$ cat src/tcm_map.svh
`ifndef TCM_MAP_SVH
`define TCM_MAP_SVH
// register indices on the plain port
`define TCM_CTRL0_IDX 4'h0
`define TCM_MODE0_IDX 4'h5
`define TCM_START_IDX 4'ha
// mode register layout
`define TCM_MODE_RSVD_MASK 8'hc0
`define TCM_BUF_BD_BIT 5
`define TCM_BUF_AC_BIT 4
// control register: bits 2..0 prescaler
`define TCM_CTRL_MASK 8'h07
// prescaler division counts
`define TCM_DIV4 16'h0003
`define TCM_DIV16 16'h000f
`define TCM_DIV64 16'h003f
`define TCM_DIV256 16'h00ff
`define TCM_DIV1024 16'h03ff
`endif

$ cat src/tcm_pkg.sv
package tcm_pkg;
	// counter clock source choice
	typedef enum logic [3:0] {
		TCM_SRC_D1 = 4'b0000,
		TCM_SRC_D4 = 4'b0001,
		TCM_SRC_D16 = 4'b0010,
		TCM_SRC_D64 = 4'b0011,
		TCM_SRC_D256 = 4'b0100,
		TCM_SRC_D1024 = 4'b0101,
		TCM_SRC_EXTA = 4'b0110,
		TCM_SRC_EXTB = 4'b0111,
		TCM_SRC_EXTC = 4'b1000,
		TCM_SRC_EXTD = 4'b1001,
		TCM_SRC_CASC = 4'b1010,
		TCM_SRC_NONE = 4'b1011
	} tcm_src_t;
	// operating modes
	typedef enum logic [3:0] {
		TCM_MD_NORMAL = 4'b0000,
		TCM_MD_PWM1 = 4'b0010,
		TCM_MD_PWM2 = 4'b0011,
		TCM_MD_PHASE1 = 4'b0100,
		TCM_MD_PHASE2 = 4'b0101,
		TCM_MD_PHASE3 = 4'b0110,
		TCM_MD_PHASE4 = 4'b0111,
		TCM_MD_RSPWM = 4'b1000,
		TCM_MD_CPWM1 = 4'b1101,
		TCM_MD_CPWM2 = 4'b1110,
		TCM_MD_CPWM3 = 4'b1111
	} tcm_mode_t;
	// bus answer
	typedef struct packed {
		logic [7:0] rdata;
	} tcm_rd_t;
	// all state of the block
	typedef struct packed {
		logic [4:0][2:0] clk_sel;
		logic [4:0][1:0] buf_pair;
		logic [4:0][3:0] op_mode;
		logic [4:0] run;
		logic [15:0] pre_cnt;
		logic [3:0] ext_meta;
		logic [3:0] ext_sync;
		logic [3:0] ext_prev;
		logic [4:0][15:0] counter;
		logic [4:0] cnt_en;
		logic ch2_wrap;
		tcm_rd_t rd;
	} tcm_state_t;
endpackage : tcm_pkg

$ cat src/tcm_timer.sv
`timescale 1ns/10ps
module tcm_timer
	import tcm_pkg::*;
#(
	parameter int CNT_W = 16
)(
	input wire logic clk_sys_i,
	input wire logic rst_n_i,
	input wire logic [3:0] reg_addr_i,
	input wire logic [7:0] reg_wdata_i,
	input wire logic reg_wr_i,
	input wire logic reg_rd_i,
	output logic [7:0] reg_rdata_o,
	input wire logic ext_clk_pin_a_i,
	input wire logic ext_clk_pin_b_i,
	input wire logic ext_clk_pin_c_i,
	input wire logic ext_clk_pin_d_i,
	input wire logic [4:0] phase_dir_up_i,
	input wire logic [4:0] cap_cmp_c_i,
	input wire logic [4:0] cap_cmp_d_i,
	output logic [4:0] cnt_en_o,
	output logic [4:0][15:0] channel_counter_o,
	output logic [4:0] buffer_pair_a_c_o,
	output logic [4:0] buffer_pair_b_d_o,
	output logic [4:0][3:0] op_mode_o,
	output logic [4:0] cap_cmp_c_o,
	output logic [4:0] cap_cmp_d_o
);
`include "tcm_map.svh"

	tcm_state_t cur_ff;
	tcm_state_t nxt_st;
	logic [4:0] tick;
	logic [3:0] ext_edge;
	logic [15:0] pre_all;
	logic [3:0] idx;

	// prescaler taps, one-cycle enables off the free running count
	function automatic logic div_tick(input logic [15:0] cnt, input logic [15:0] msk);
		div_tick = ((cnt & msk) == msk);
	endfunction : div_tick

	// phase counting modes 4'b01xx
	function automatic logic is_phase(input logic [3:0] md);
		is_phase = (md[3:2] == 2'b01);
	endfunction : is_phase

	// source decode per channel
	function automatic tcm_src_t src_of(input int ch, input logic [2:0] sel);
		tcm_src_t s;
		s = TCM_SRC_NONE;
		case (ch)
			0:
			begin
				case (sel)
					3'b000: s = TCM_SRC_D1;
					3'b001: s = TCM_SRC_D4;
					3'b010: s = TCM_SRC_D16;
					3'b100: s = TCM_SRC_EXTA;
					3'b101: s = TCM_SRC_EXTB;
					3'b110: s = TCM_SRC_EXTC;
					3'b111: s = TCM_SRC_EXTD;
					default: s = TCM_SRC_NONE;
				endcase
			end
			1:
			begin
				case (sel)
					3'b000: s = TCM_SRC_D1;
					3'b001: s = TCM_SRC_D4;
					3'b011: s = TCM_SRC_D64;
					3'b100: s = TCM_SRC_EXTA;
					3'b101: s = TCM_SRC_EXTB;
					3'b111: s = TCM_SRC_CASC;
					default: s = TCM_SRC_NONE;
				endcase
			end
			2:
			begin
				case (sel)
					3'b000: s = TCM_SRC_D1;
					3'b001: s = TCM_SRC_D4;
					3'b010: s = TCM_SRC_D16;
					3'b011: s = TCM_SRC_D64;
					3'b100: s = TCM_SRC_EXTA;
					3'b101: s = TCM_SRC_EXTB;
					3'b110: s = TCM_SRC_EXTC;
					default: s = TCM_SRC_D1024;
				endcase
			end
			default:
			begin
				case (sel)
					3'b000: s = TCM_SRC_D1;
					3'b001: s = TCM_SRC_D4;
					3'b010: s = TCM_SRC_D16;
					3'b011: s = TCM_SRC_D64;
					3'b100: s = TCM_SRC_D256;
					3'b101: s = TCM_SRC_D1024;
					3'b110: s = TCM_SRC_EXTA;
					default: s = TCM_SRC_EXTB;
				endcase
			end
		endcase
		return s;
	endfunction : src_of

	// rising edges of the synchronised pins
	assign ext_edge = cur_ff.ext_sync & ~cur_ff.ext_prev;
	assign pre_all = cur_ff.pre_cnt;
	assign idx = reg_addr_i;

	// clock source to per-channel tick
	always_comb
	begin
		tick = '0;
		for (int c = 0; c < 5; c++)
		begin
			case (src_of(c, cur_ff.clk_sel[c]))
				TCM_SRC_D1: tick[c] = 1'b1;
				TCM_SRC_D4: tick[c] = div_tick(pre_all, `TCM_DIV4);
				TCM_SRC_D16: tick[c] = div_tick(pre_all, `TCM_DIV16);
				TCM_SRC_D64: tick[c] = div_tick(pre_all, `TCM_DIV64);
				TCM_SRC_D256: tick[c] = div_tick(pre_all, `TCM_DIV256);
				TCM_SRC_D1024: tick[c] = div_tick(pre_all, `TCM_DIV1024);
				TCM_SRC_EXTA: tick[c] = ext_edge[0];
				TCM_SRC_EXTB: tick[c] = ext_edge[1];
				TCM_SRC_EXTC: tick[c] = ext_edge[2];
				TCM_SRC_EXTD: tick[c] = ext_edge[3];
				TCM_SRC_CASC: tick[c] = cur_ff.ch2_wrap;
				default: tick[c] = 1'b0;
			endcase
		end
		// phase counting: pins a/b drive ch1, c/d drive ch2, not the prescaler
		if (is_phase(cur_ff.op_mode[1]))
			tick[1] = ext_edge[0] | ext_edge[1];
		if (is_phase(cur_ff.op_mode[2]))
			tick[2] = ext_edge[2] | ext_edge[3];
	end

	// next state
	always_comb
	begin
		nxt_st = cur_ff;
		nxt_st.pre_cnt = cur_ff.pre_cnt + 16'h0001;
		nxt_st.ext_meta = {ext_clk_pin_d_i, ext_clk_pin_c_i, ext_clk_pin_b_i, ext_clk_pin_a_i};
		nxt_st.ext_sync = cur_ff.ext_meta;
		nxt_st.ext_prev = cur_ff.ext_sync;
		nxt_st.cnt_en = tick & cur_ff.run;
		nxt_st.ch2_wrap = 1'b0;
		// counters advance, phase mode may count down
		for (int c = 0; c < 5; c++)
		begin
			if (tick[c] && cur_ff.run[c])
			begin
				if (is_phase(cur_ff.op_mode[c]) && !phase_dir_up_i[c])
					nxt_st.counter[c] = cur_ff.counter[c] - 16'h0001;
				else
					nxt_st.counter[c] = cur_ff.counter[c] + 16'h0001;
			end
		end
		// ch2 overflow or underflow, one-cycle strobe
		if (tick[2] && cur_ff.run[2])
		begin
			if (is_phase(cur_ff.op_mode[2]) && !phase_dir_up_i[2])
				nxt_st.ch2_wrap = (cur_ff.counter[2] == 16'h0000);
			else
				nxt_st.ch2_wrap = (cur_ff.counter[2] == 16'hffff);
		end
		// register writes
		if (reg_wr_i)
		begin
			if (idx < `TCM_MODE0_IDX)
				nxt_st.clk_sel[idx] = reg_wdata_i[2:0];
			else if (idx < `TCM_START_IDX)
			begin
				nxt_st.op_mode[idx - `TCM_MODE0_IDX] = reg_wdata_i[3:0];
				// bits 5..4 exist only on ch0, ch3, ch4
				if (idx != 4'h6 && idx != 4'h7)
					nxt_st.buf_pair[idx - `TCM_MODE0_IDX] =
						reg_wdata_i[`TCM_BUF_BD_BIT:`TCM_BUF_AC_BIT];
			end
			else if (idx == `TCM_START_IDX)
				nxt_st.run = reg_wdata_i[4:0];
		end
		// read answer, one cycle later
		nxt_st.rd.rdata = 8'h00;
		if (reg_rd_i)
		begin
			if (idx < `TCM_MODE0_IDX)
				nxt_st.rd.rdata = {5'h00, cur_ff.clk_sel[idx]};
			else if (idx < `TCM_START_IDX)
				nxt_st.rd.rdata = `TCM_MODE_RSVD_MASK
					| {2'b00, cur_ff.buf_pair[idx - `TCM_MODE0_IDX],
					cur_ff.op_mode[idx - `TCM_MODE0_IDX]};
			else if (idx == `TCM_START_IDX)
				nxt_st.rd.rdata = {3'b000, cur_ff.run};
		end
		if (!rst_n_i)
			nxt_st = '0;
	end

	// state register
	always_ff @(posedge clk_sys_i)
	begin
		cur_ff <= nxt_st;
	end

	// outputs
	assign reg_rdata_o = cur_ff.rd.rdata;
	assign cnt_en_o = cur_ff.cnt_en;
	assign channel_counter_o = cur_ff.counter;
	assign op_mode_o = cur_ff.op_mode;
	always_comb
	begin
		for (int c = 0; c < 5; c++)
		begin
			buffer_pair_b_d_o[c] = cur_ff.buf_pair[c][1];
			buffer_pair_a_c_o[c] = cur_ff.buf_pair[c][0];
			cap_cmp_d_o[c] = cap_cmp_d_i[c] & ~cur_ff.buf_pair[c][1];
			cap_cmp_c_o[c] = cap_cmp_c_i[c] & ~cur_ff.buf_pair[c][0];
		end
	end
endmodule : tcm_timer

$ cat config.mk
export PLATFORM = sky130hd
export DESIGN_NAME = tcm_timer
export DESIGN_NICKNAME = d
export VERILOG_FILES = /design/src/tcm_pkg.sv /design/src/tcm_timer.sv
export VERILOG_INCLUDE_DIRS = /design/src /design/src/src
export SDC_FILE = /design/constraint.sdc
export NUM_CORES = 1
export LEC_CHECK = 0
export BUFFER_PORTS_ARGS = -buffer_cell sky130_fd_sc_hd__buf_2
export CAP_MARGIN = 10
export CORE_MARGIN = 2
export CORE_UTILIZATION = 54
export CTS_BUF_LIST = sky130_fd_sc_hd__clkbuf_8
export CTS_CLUSTER_SIZE = 25
export DETAILED_ROUTE_END_ITERATION = 8
export GPL_ROUTABILITY_DRIVEN = 0
export GPL_TIMING_DRIVEN = 0
export PLACE_DENSITY = 0.88
export SYNTH_ARGS = -nofsm -noshare
export SYNTH_HDL_FRONTEND = slang
export SYNTH_SLANG_ARGS = --single-unit
$ cat constraint.sdc
create_clock -name clk_sys_i -period 2.75 [get_ports clk_sys_i]
set_input_delay 0.275 -clock clk_sys_i [delete_from_list [all_inputs] [get_ports clk_sys_i]]
set_output_delay 0.275 -clock clk_sys_i [all_outputs]
set_load 0.02 [all_outputs]
==> flow_metrics.env, run 1 <==
export IMPL_period_share=1.05
export IMPL_synth_area_um2=11200
export IMPL_dr_pass1_iters=5
export IMPL_synth_area_per_cell_um2=8.08
export IMPL_layout_drive_gt1_share=0.293
export IMPL_die_h_um=148
export IMPL_syn_inst=1381
export IMPL_synth_most_common_cell="dfxtp_1"
export IMPL_cts_hold_buf=0
export IMPL_design_core_area_um2=20200
export IMPL_yosysSeqAreaShare=0.296
export IMPL_hold_violations=0
export IMPL_yosys_most_used_dff="dfxtp_1"
export IMPL_slew_headroom=0.459
export IMPL_ctsLongestPathBuffers=2
export IMPL_cpMaxStageDelayCell="or3b_4"
export IMPL_crit_fanout=11
export IMPL_setup_ws_ns=-0.140
export IMPL_cts_made_buffers=17
export IMPL_status="finished, violations left"
export IMPL_finClkSkew_ns=0.0164
export IMPL_via_per_inst=5.77
export IMPL_io_buffers=162
export IMPL_area_delta_synth_final_pct=21.0
export IMPL_place_ws_ns=-0.834
export IMPL_drc_errors=0
export IMPL_crit_required_ns=3.09
export IMPL_clk_pin_slew_ns=0.09
export IMPL_startpoint="op_mode_o[3]"
export IMPL_worst_pin_slew_ns=0.803
export IMPL_nets=1717
export IMPL_ant_nets=0
export IMPL_ys_warn_count=0
export IMPL_maxCapViolCount=0
export IMPL_vias=10900
export IMPL_violations="setup timing"
export IMPL_peakVddDrop_v=0.000332
export IMPL_rows=52
export IMPL_wl_per_cell_um=16.8
export IMPL_end_kind="flop"
export IMPL_yosys_area_top_type="dfxtp_1"
export IMPL_cts_htree_levels=4
export IMPL_first_global_vias=10200
export IMPL_max_stage_delay_ns=0.44
export IMPL_place_hpwl_um=21800
export IMPL_die_area_um2=21800
export IMPL_slew_viol_final=0
export IMPL_syn_num_nets=1498
export IMPL_crit_family="simple AND/OR/NAND/NOR gates"
export IMPL_rsz0062_at_grt="true"
export IMPL_arrival_ns=3.23
export IMPL_synth_top_area_share=0.296
export IMPL_grt_overflow=0
export IMPL_routed_wl_um=31600
export IMPL_antennaDiodeCount=0
export IMPL_synth_seq_cells=165
export IMPL_r2r_start="op_mode_o[3]"
export IMPL_clock_root_buffer="clkbuf_8"
export IMPL_die_w_um=148
export IMPL_post_route_util=0.668
export IMPL_setup_viol=3
export IMPL_synth_edf_count=0
export IMPL_grt_use_total=0.274
export IMPL_hp_start="ext_clk_pin_c_i"
export IMPL_grt_pass1_wl_um=48800
export IMPL_leakagePower_uw=0.00624
export IMPL_synth_cell_types=74
export IMPL_grt_start_max_net_pins=17
export IMPL_antenna_found_initial=0
export IMPL_cts_tree="yes"
export IMPL_cts_sinks=165
export IMPL_netlist_top_cells_count="dfxtp_1, nor2_1, buf_4, nand2_1, a21oi_1"
export IMPL_synthTopCellsByArea="dfxtp_1, ha_1, buf_4, mux2i_1, nor2_1"
export IMPL_final_min_clock_period_ns=2.89
export IMPL_worstSkewPairLatency_ns=0.47
export IMPL_critical_path_class="flop to flop"
export IMPL_crit_chain="or3b_4 -> clkinv_4 -> buf_12 -> ha_1 -> o21a_1 -> o21a_1 -> o22ai_2 -> a21oi_2 -> or4_4 -> a31oi_4 -> xnor2_2 -> nor2_1"
export IMPL_hold_path_class="primary input to flop"
export IMPL_power_density_nw_per_um2=342
export IMPL_ys_async_sr_fraction=0
export IMPL_ios=168
export IMPL_drt_iter0_markers=871
export IMPL_critPathLaunchType="flop"
export IMPL_start_util=0.552
export IMPL_r2r_slack_ns=-0.14
export IMPL_crit_path_frequent_cell="o21a_1"
export IMPL_path_buf_inv=2
export IMPL_fmax_ghz=0.346
export IMPL_fill_cells=1516
==> registers in the layout, summed over array words and instances (netlist names) <==
register and flops:
buffer_pair_a_c_o 5, buffer_pair_b_d_o 5, channel_counter_o 80, cnt_en_o 5, cur_ff 33, op_mode_o 20, pre_all 10, reg_rdata_o 7
==> layout make-up <==
cell class | instances | area [µm²] | area share
inverter | 42 | 179 | 0.0132
multi-input combinational | 999 | 6980 | 0.517
clock inverter | 12 | 126 | 0.00935
buffer | 171 | 1130 | 0.0838
sequential | 165 | 3320 | 0.246
clock buffer | 20 | 275 | 0.0204
timing repair inverter | 1 | 3.75 | 0.000278
tap | 270 | 338 | 0.0250
timing repair buffer | 203 | 1160 | 0.0858
==> placed cells by master, fill, tap and decap left out, types with 19 or more instances in the layout <==
cell type | synthesis | final
buf_2 | 9 | 169
buf_4 | 125 | 162
dfxtp_1 | 165 | 155
nor2_1 | 157 | 153
nand2_1 | 120 | 117
a21oi_1 | 106 | 92
mux2i_1 | 68 | 68
ha_1 | 77 | 66
o21ai_0 | 64 | 46
xnor2_1 | 46 | 44
nand3_1 | 40 | 40
inv_1 | 41 | 39
clkbuf_1 | 40 | 35
nor2b_1 | 28 | 26
nor3_1 | 24 | 23
a211oi_1 | 22 | 20
o21a_1 | 20 | 20
clkbuf_8 | 0 | 20
nand2b_1 | 21 | 19
==> routing by layer <==
| layer | part of all wire | track usage |
|---|---|---|
| met3 | 0.075 | 0.0414 |
| met2 | 0.49 | 0.473 |
| met1 | 0.40 | 0.337 |
| met4 | 0.038 | 0.125 |
| met5 | 0 | 0 |
==> worst paths after layout <==
kind,endpoint,cells past startpoint
max,channel_counter_o[15],12
min reg2reg,cur_ff[101],1
min,cur_ff[104],2
max reg2reg,channel_counter_o[15],12
==> repair_timing <==
item                                    in CTS  in global routing
pin swaps                                   24                 25
buffers inserted                            29                 12
resized for setup                           52                 68
endpoints found under the setup margin      69                 70
gates cloned                                 1                  0
==> power by group <==
part | switching (µW) | total (µW) | leakage, µW | internal (µW)
clock network | 933 | 1810 | 0.000216 | 880
logic | 246 | 380 | 0.00468 | 134
registers | 22.6 | 2430 | 0.00134 | 2410
total | 1200 | 4630 | 0.00624 | 3420
==> kinds of logic after synthesis <==
family,synth area share
multiplexers,0.0630
XOR/XNOR,0.0509
flip-flops,0.296
AO/OA/AOI/OAI,0.176
AND/OR/NAND/NOR,0.203
buffers and inverters,0.116
adder cells (fa/ha/maj),0.0953
==> stage by stage <==
stage	area (µm²)	setup TNS (ns)	hold slack, ns	instances	power [µW]
6_report	13500	-0.273	0.0333	1883	4630
5_1_grt	13500	-0.929	0.0263	1883	4760
4_1_cts	13200	-0.0987	0.0195	1872	4610
3_5_place_dp	12300	-34.33	0.422	1813	2840
3_3_place_gp	12300	-29.50	0.417	1813	2830
2_1_floorplan	11200	-0.115	0.402	1381	2710
Note: power is estimated with default switching activity, not from simulation.
==> run 2: changes to the inputs <==
--- a/config.mk
+++ b/config.mk
@@ -16,6 +16,7 @@
 export GPL_ROUTABILITY_DRIVEN = 0
 export GPL_TIMING_DRIVEN = 0
 export PLACE_DENSITY = 0.88
+export RECOVER_POWER = 50
 export SYNTH_ARGS = -nofsm -noshare
 export SYNTH_HDL_FRONTEND = slang
 export SYNTH_SLANG_ARGS = --single-unit
==> run 2 against run 1 <==
Net effect:
- the run still ends with setup timing left
- register-to-register slack is essentially flat
- flip-flop and latch count is the same
- routed wire length grew 0.13%
- combinational power hardly changed
- global-route usage unchanged
- core utilization fell by 0.099 points
- design area down 0.15%
- first-iteration DRC count up 2.2%
- critical path depth stayed put
- maximum frequency fell by 0.24%
- count of clock-buffer cells in the layout stayed put
- critical path type unchanged
- critical endpoint unchanged
- largest cell class unchanged
- largest power group unchanged
- highest routed layer unchanged
==> flow_metrics.env, run 2 (synthesis results as in run 1) <==
export IMPL_clock_root_buffer="clkbuf_8"
export IMPL_routed_wl_um=31600
export IMPL_drc_errors=0
export IMPL_period_share=1.05
export IMPL_setup_viol=4
export IMPL_dr_pass1_iters=5
export IMPL_violations="setup timing"
export IMPL_largest_reg_flops=80
export IMPL_grt_use_total=0.274
export IMPL_via_per_inst=5.78
export IMPL_ant_nets=0
export IMPL_ctsLongestPathBuffers=2
export IMPL_grt_start_max_net_pins=17
export IMPL_wl_per_cell_um=16.8
export IMPL_setup_ws_ns=-0.147
export IMPL_layout_common_cells="buf_4, dfxtp_1, buf_2, nor2_1, nand2_1"
export IMPL_io_buffers=162
export IMPL_finClkSkew_ns=0.0146
export IMPL_maxCapViolCount=0
export IMPL_start_util=0.552
export IMPL_worstSkewPairLatency_ns=0.47
export IMPL_end_kind="flop"
export IMPL_first_global_vias=10200
export IMPL_nets=1717
export IMPL_crit_fanout=11
export IMPL_placedCellCount=1813
export IMPL_dpl_cell_area_um2=12300
export IMPL_worst_pin_slew_ns=0.796
export IMPL_vias=10900
export IMPL_rows=52
export IMPL_layout_drive_gt1_share=0.283
export IMPL_clk_pin_slew_ns=0.09
export IMPL_tns_ns=-0.298
export IMPL_swShare=0.260
export IMPL_arrival_ns=3.23
export IMPL_hold_violations=0
export IMPL_grt_overflow=0
export IMPL_fmax_ghz=0.345
export IMPL_seq_power_share=0.526
export IMPL_antenna_found_initial=0
export IMPL_slew_viol_final=0
export IMPL_design_core_area_um2=20200
export IMPL_slew_headroom=0.465
export IMPL_peakVddDrop_v=0.000333
export IMPL_cts_sinks=165
export IMPL_timing_hold_ws_ns=0.0308
export IMPL_comb_power_share=0.082
export IMPL_area_delta_synth_final_pct=20.9
export IMPL_hold_path_class="primary input to flop"
export IMPL_p_int_uw=3420
export IMPL_status="finished, violations left"
export IMPL_critPathLaunchType="flop"
export IMPL_switching_power_uw=1200
export IMPL_final_cell_area_um2=13500
export IMPL_place_ws_ns=-0.834
export IMPL_die_area_um2=21800
export IMPL_power_density_nw_per_um2=343
export IMPL_leakagePower_uw=0.00617
export IMPL_final_cell_count_no_fill=1883
export IMPL_cts_htree_levels=4
export IMPL_final_min_clock_period_ns=2.90
export IMPL_antennaDiodeCount=0
export IMPL_clkPwrFrac=0.392
export IMPL_critical_path_class="flop to flop"
export IMPL_cts_made_buffers=17
export IMPL_drt_iter0_markers=890
export IMPL_cts_tree="yes"
export IMPL_crit_required_ns=3.09
export IMPL_die_w_um=148
export IMPL_final_common_cell="buf_4"
export IMPL_ios=168
export IMPL_rsz0062_at_grt="true"
export IMPL_die_h_um=148
export IMPL_place_hpwl_um=21800
export IMPL_grt_pass1_wl_um=48800
==> run 2: cell count changes in the layout (fill, tap and decap cells not counted), sizes merged <==
| cell | delta |
|---|---|
| buf | -15 |
| clkbuf | +15 |
==> run 2: through the flow <==
stage / utilization / power (µW)
4_1_cts: 0.652 / 4610
6_report: 0.667 / 4630
3_3_place_gp: 0.610 / 2830
2_1_floorplan: - / 2710
5_1_grt: 0.667 / 4760
3_5_place_dp: 0.610 / 2840
==> run 2: layout make-up <==
cell class / count / area, µm²
inverters: 42 / 179
plain buffers: 171 / 1130
fillers: 1529 / 6740
multi-input cells: 999 / 6980
clock buffers: 20 / 275
clock inverters: 12 / 126
repair buffers: 203 / 1140
well taps: 270 / 338
repair inverters: 1 / 3.75
flip-flops and latches: 165 / 3320
==> run 2: final timing paths <==
check,from,depth (start not counted),to,slack (ns)
max,op_mode_o[2],12,channel_counter_o[15],-0.15
min,ext_clk_pin_c_i,2,cur_ff[104],0.03
max reg2reg,op_mode_o[2],12,channel_counter_o[15],-0.15
min reg2reg,cur_ff[102],1,cur_ff[98],0.45
==> run 2: timing repair <==
item | in CTS | in global routing
buffers inserted | 29 | 12
gates cloned | 1 | 0
gates resized for setup | 52 | 68
hold buffers | 0 | 0
endpoints found under the setup margin | 69 | 70
pin swaps | 24 | 25
==> run 2: power by group through the flow <==
stage	Combinational, µW	Sequential [µW]	Clock, µW
6_report	380	2430	1820
3_3_place_gp	341	2490	0
3_5_place_dp	348	2490	0
2_1_floorplan	234	2480	0
5_1_grt	408	2440	1920
4_1_cts	359	2430	1820
==> run 2: critical path, stage by stage, from the launching register on <==
cell and delay [ns]:
dfxtp_2 0.35, or3b_4 0.45, clkinv_4 0.10, buf_12 0.14, ha_1 0.27, o21a_1 0.16
o21a_1 0.19, o22ai_2 0.15, a21oi_2 0.06, or4_4 0.44, a31oi_4 0.23, xnor2_2 0.15
nor2_1 0.05
==> run 2: per-layer routing <==
layer,track usage,wire length [µm],share of wire,up-vias
met4,0.125,1150,0.036,0
met5,0,0,0,-
met1,0.337,12600,0.40,5078
met2,0.473,15500,0.49,541
met3,0.0414,2400,0.076,95
li1,-,-,-,5170
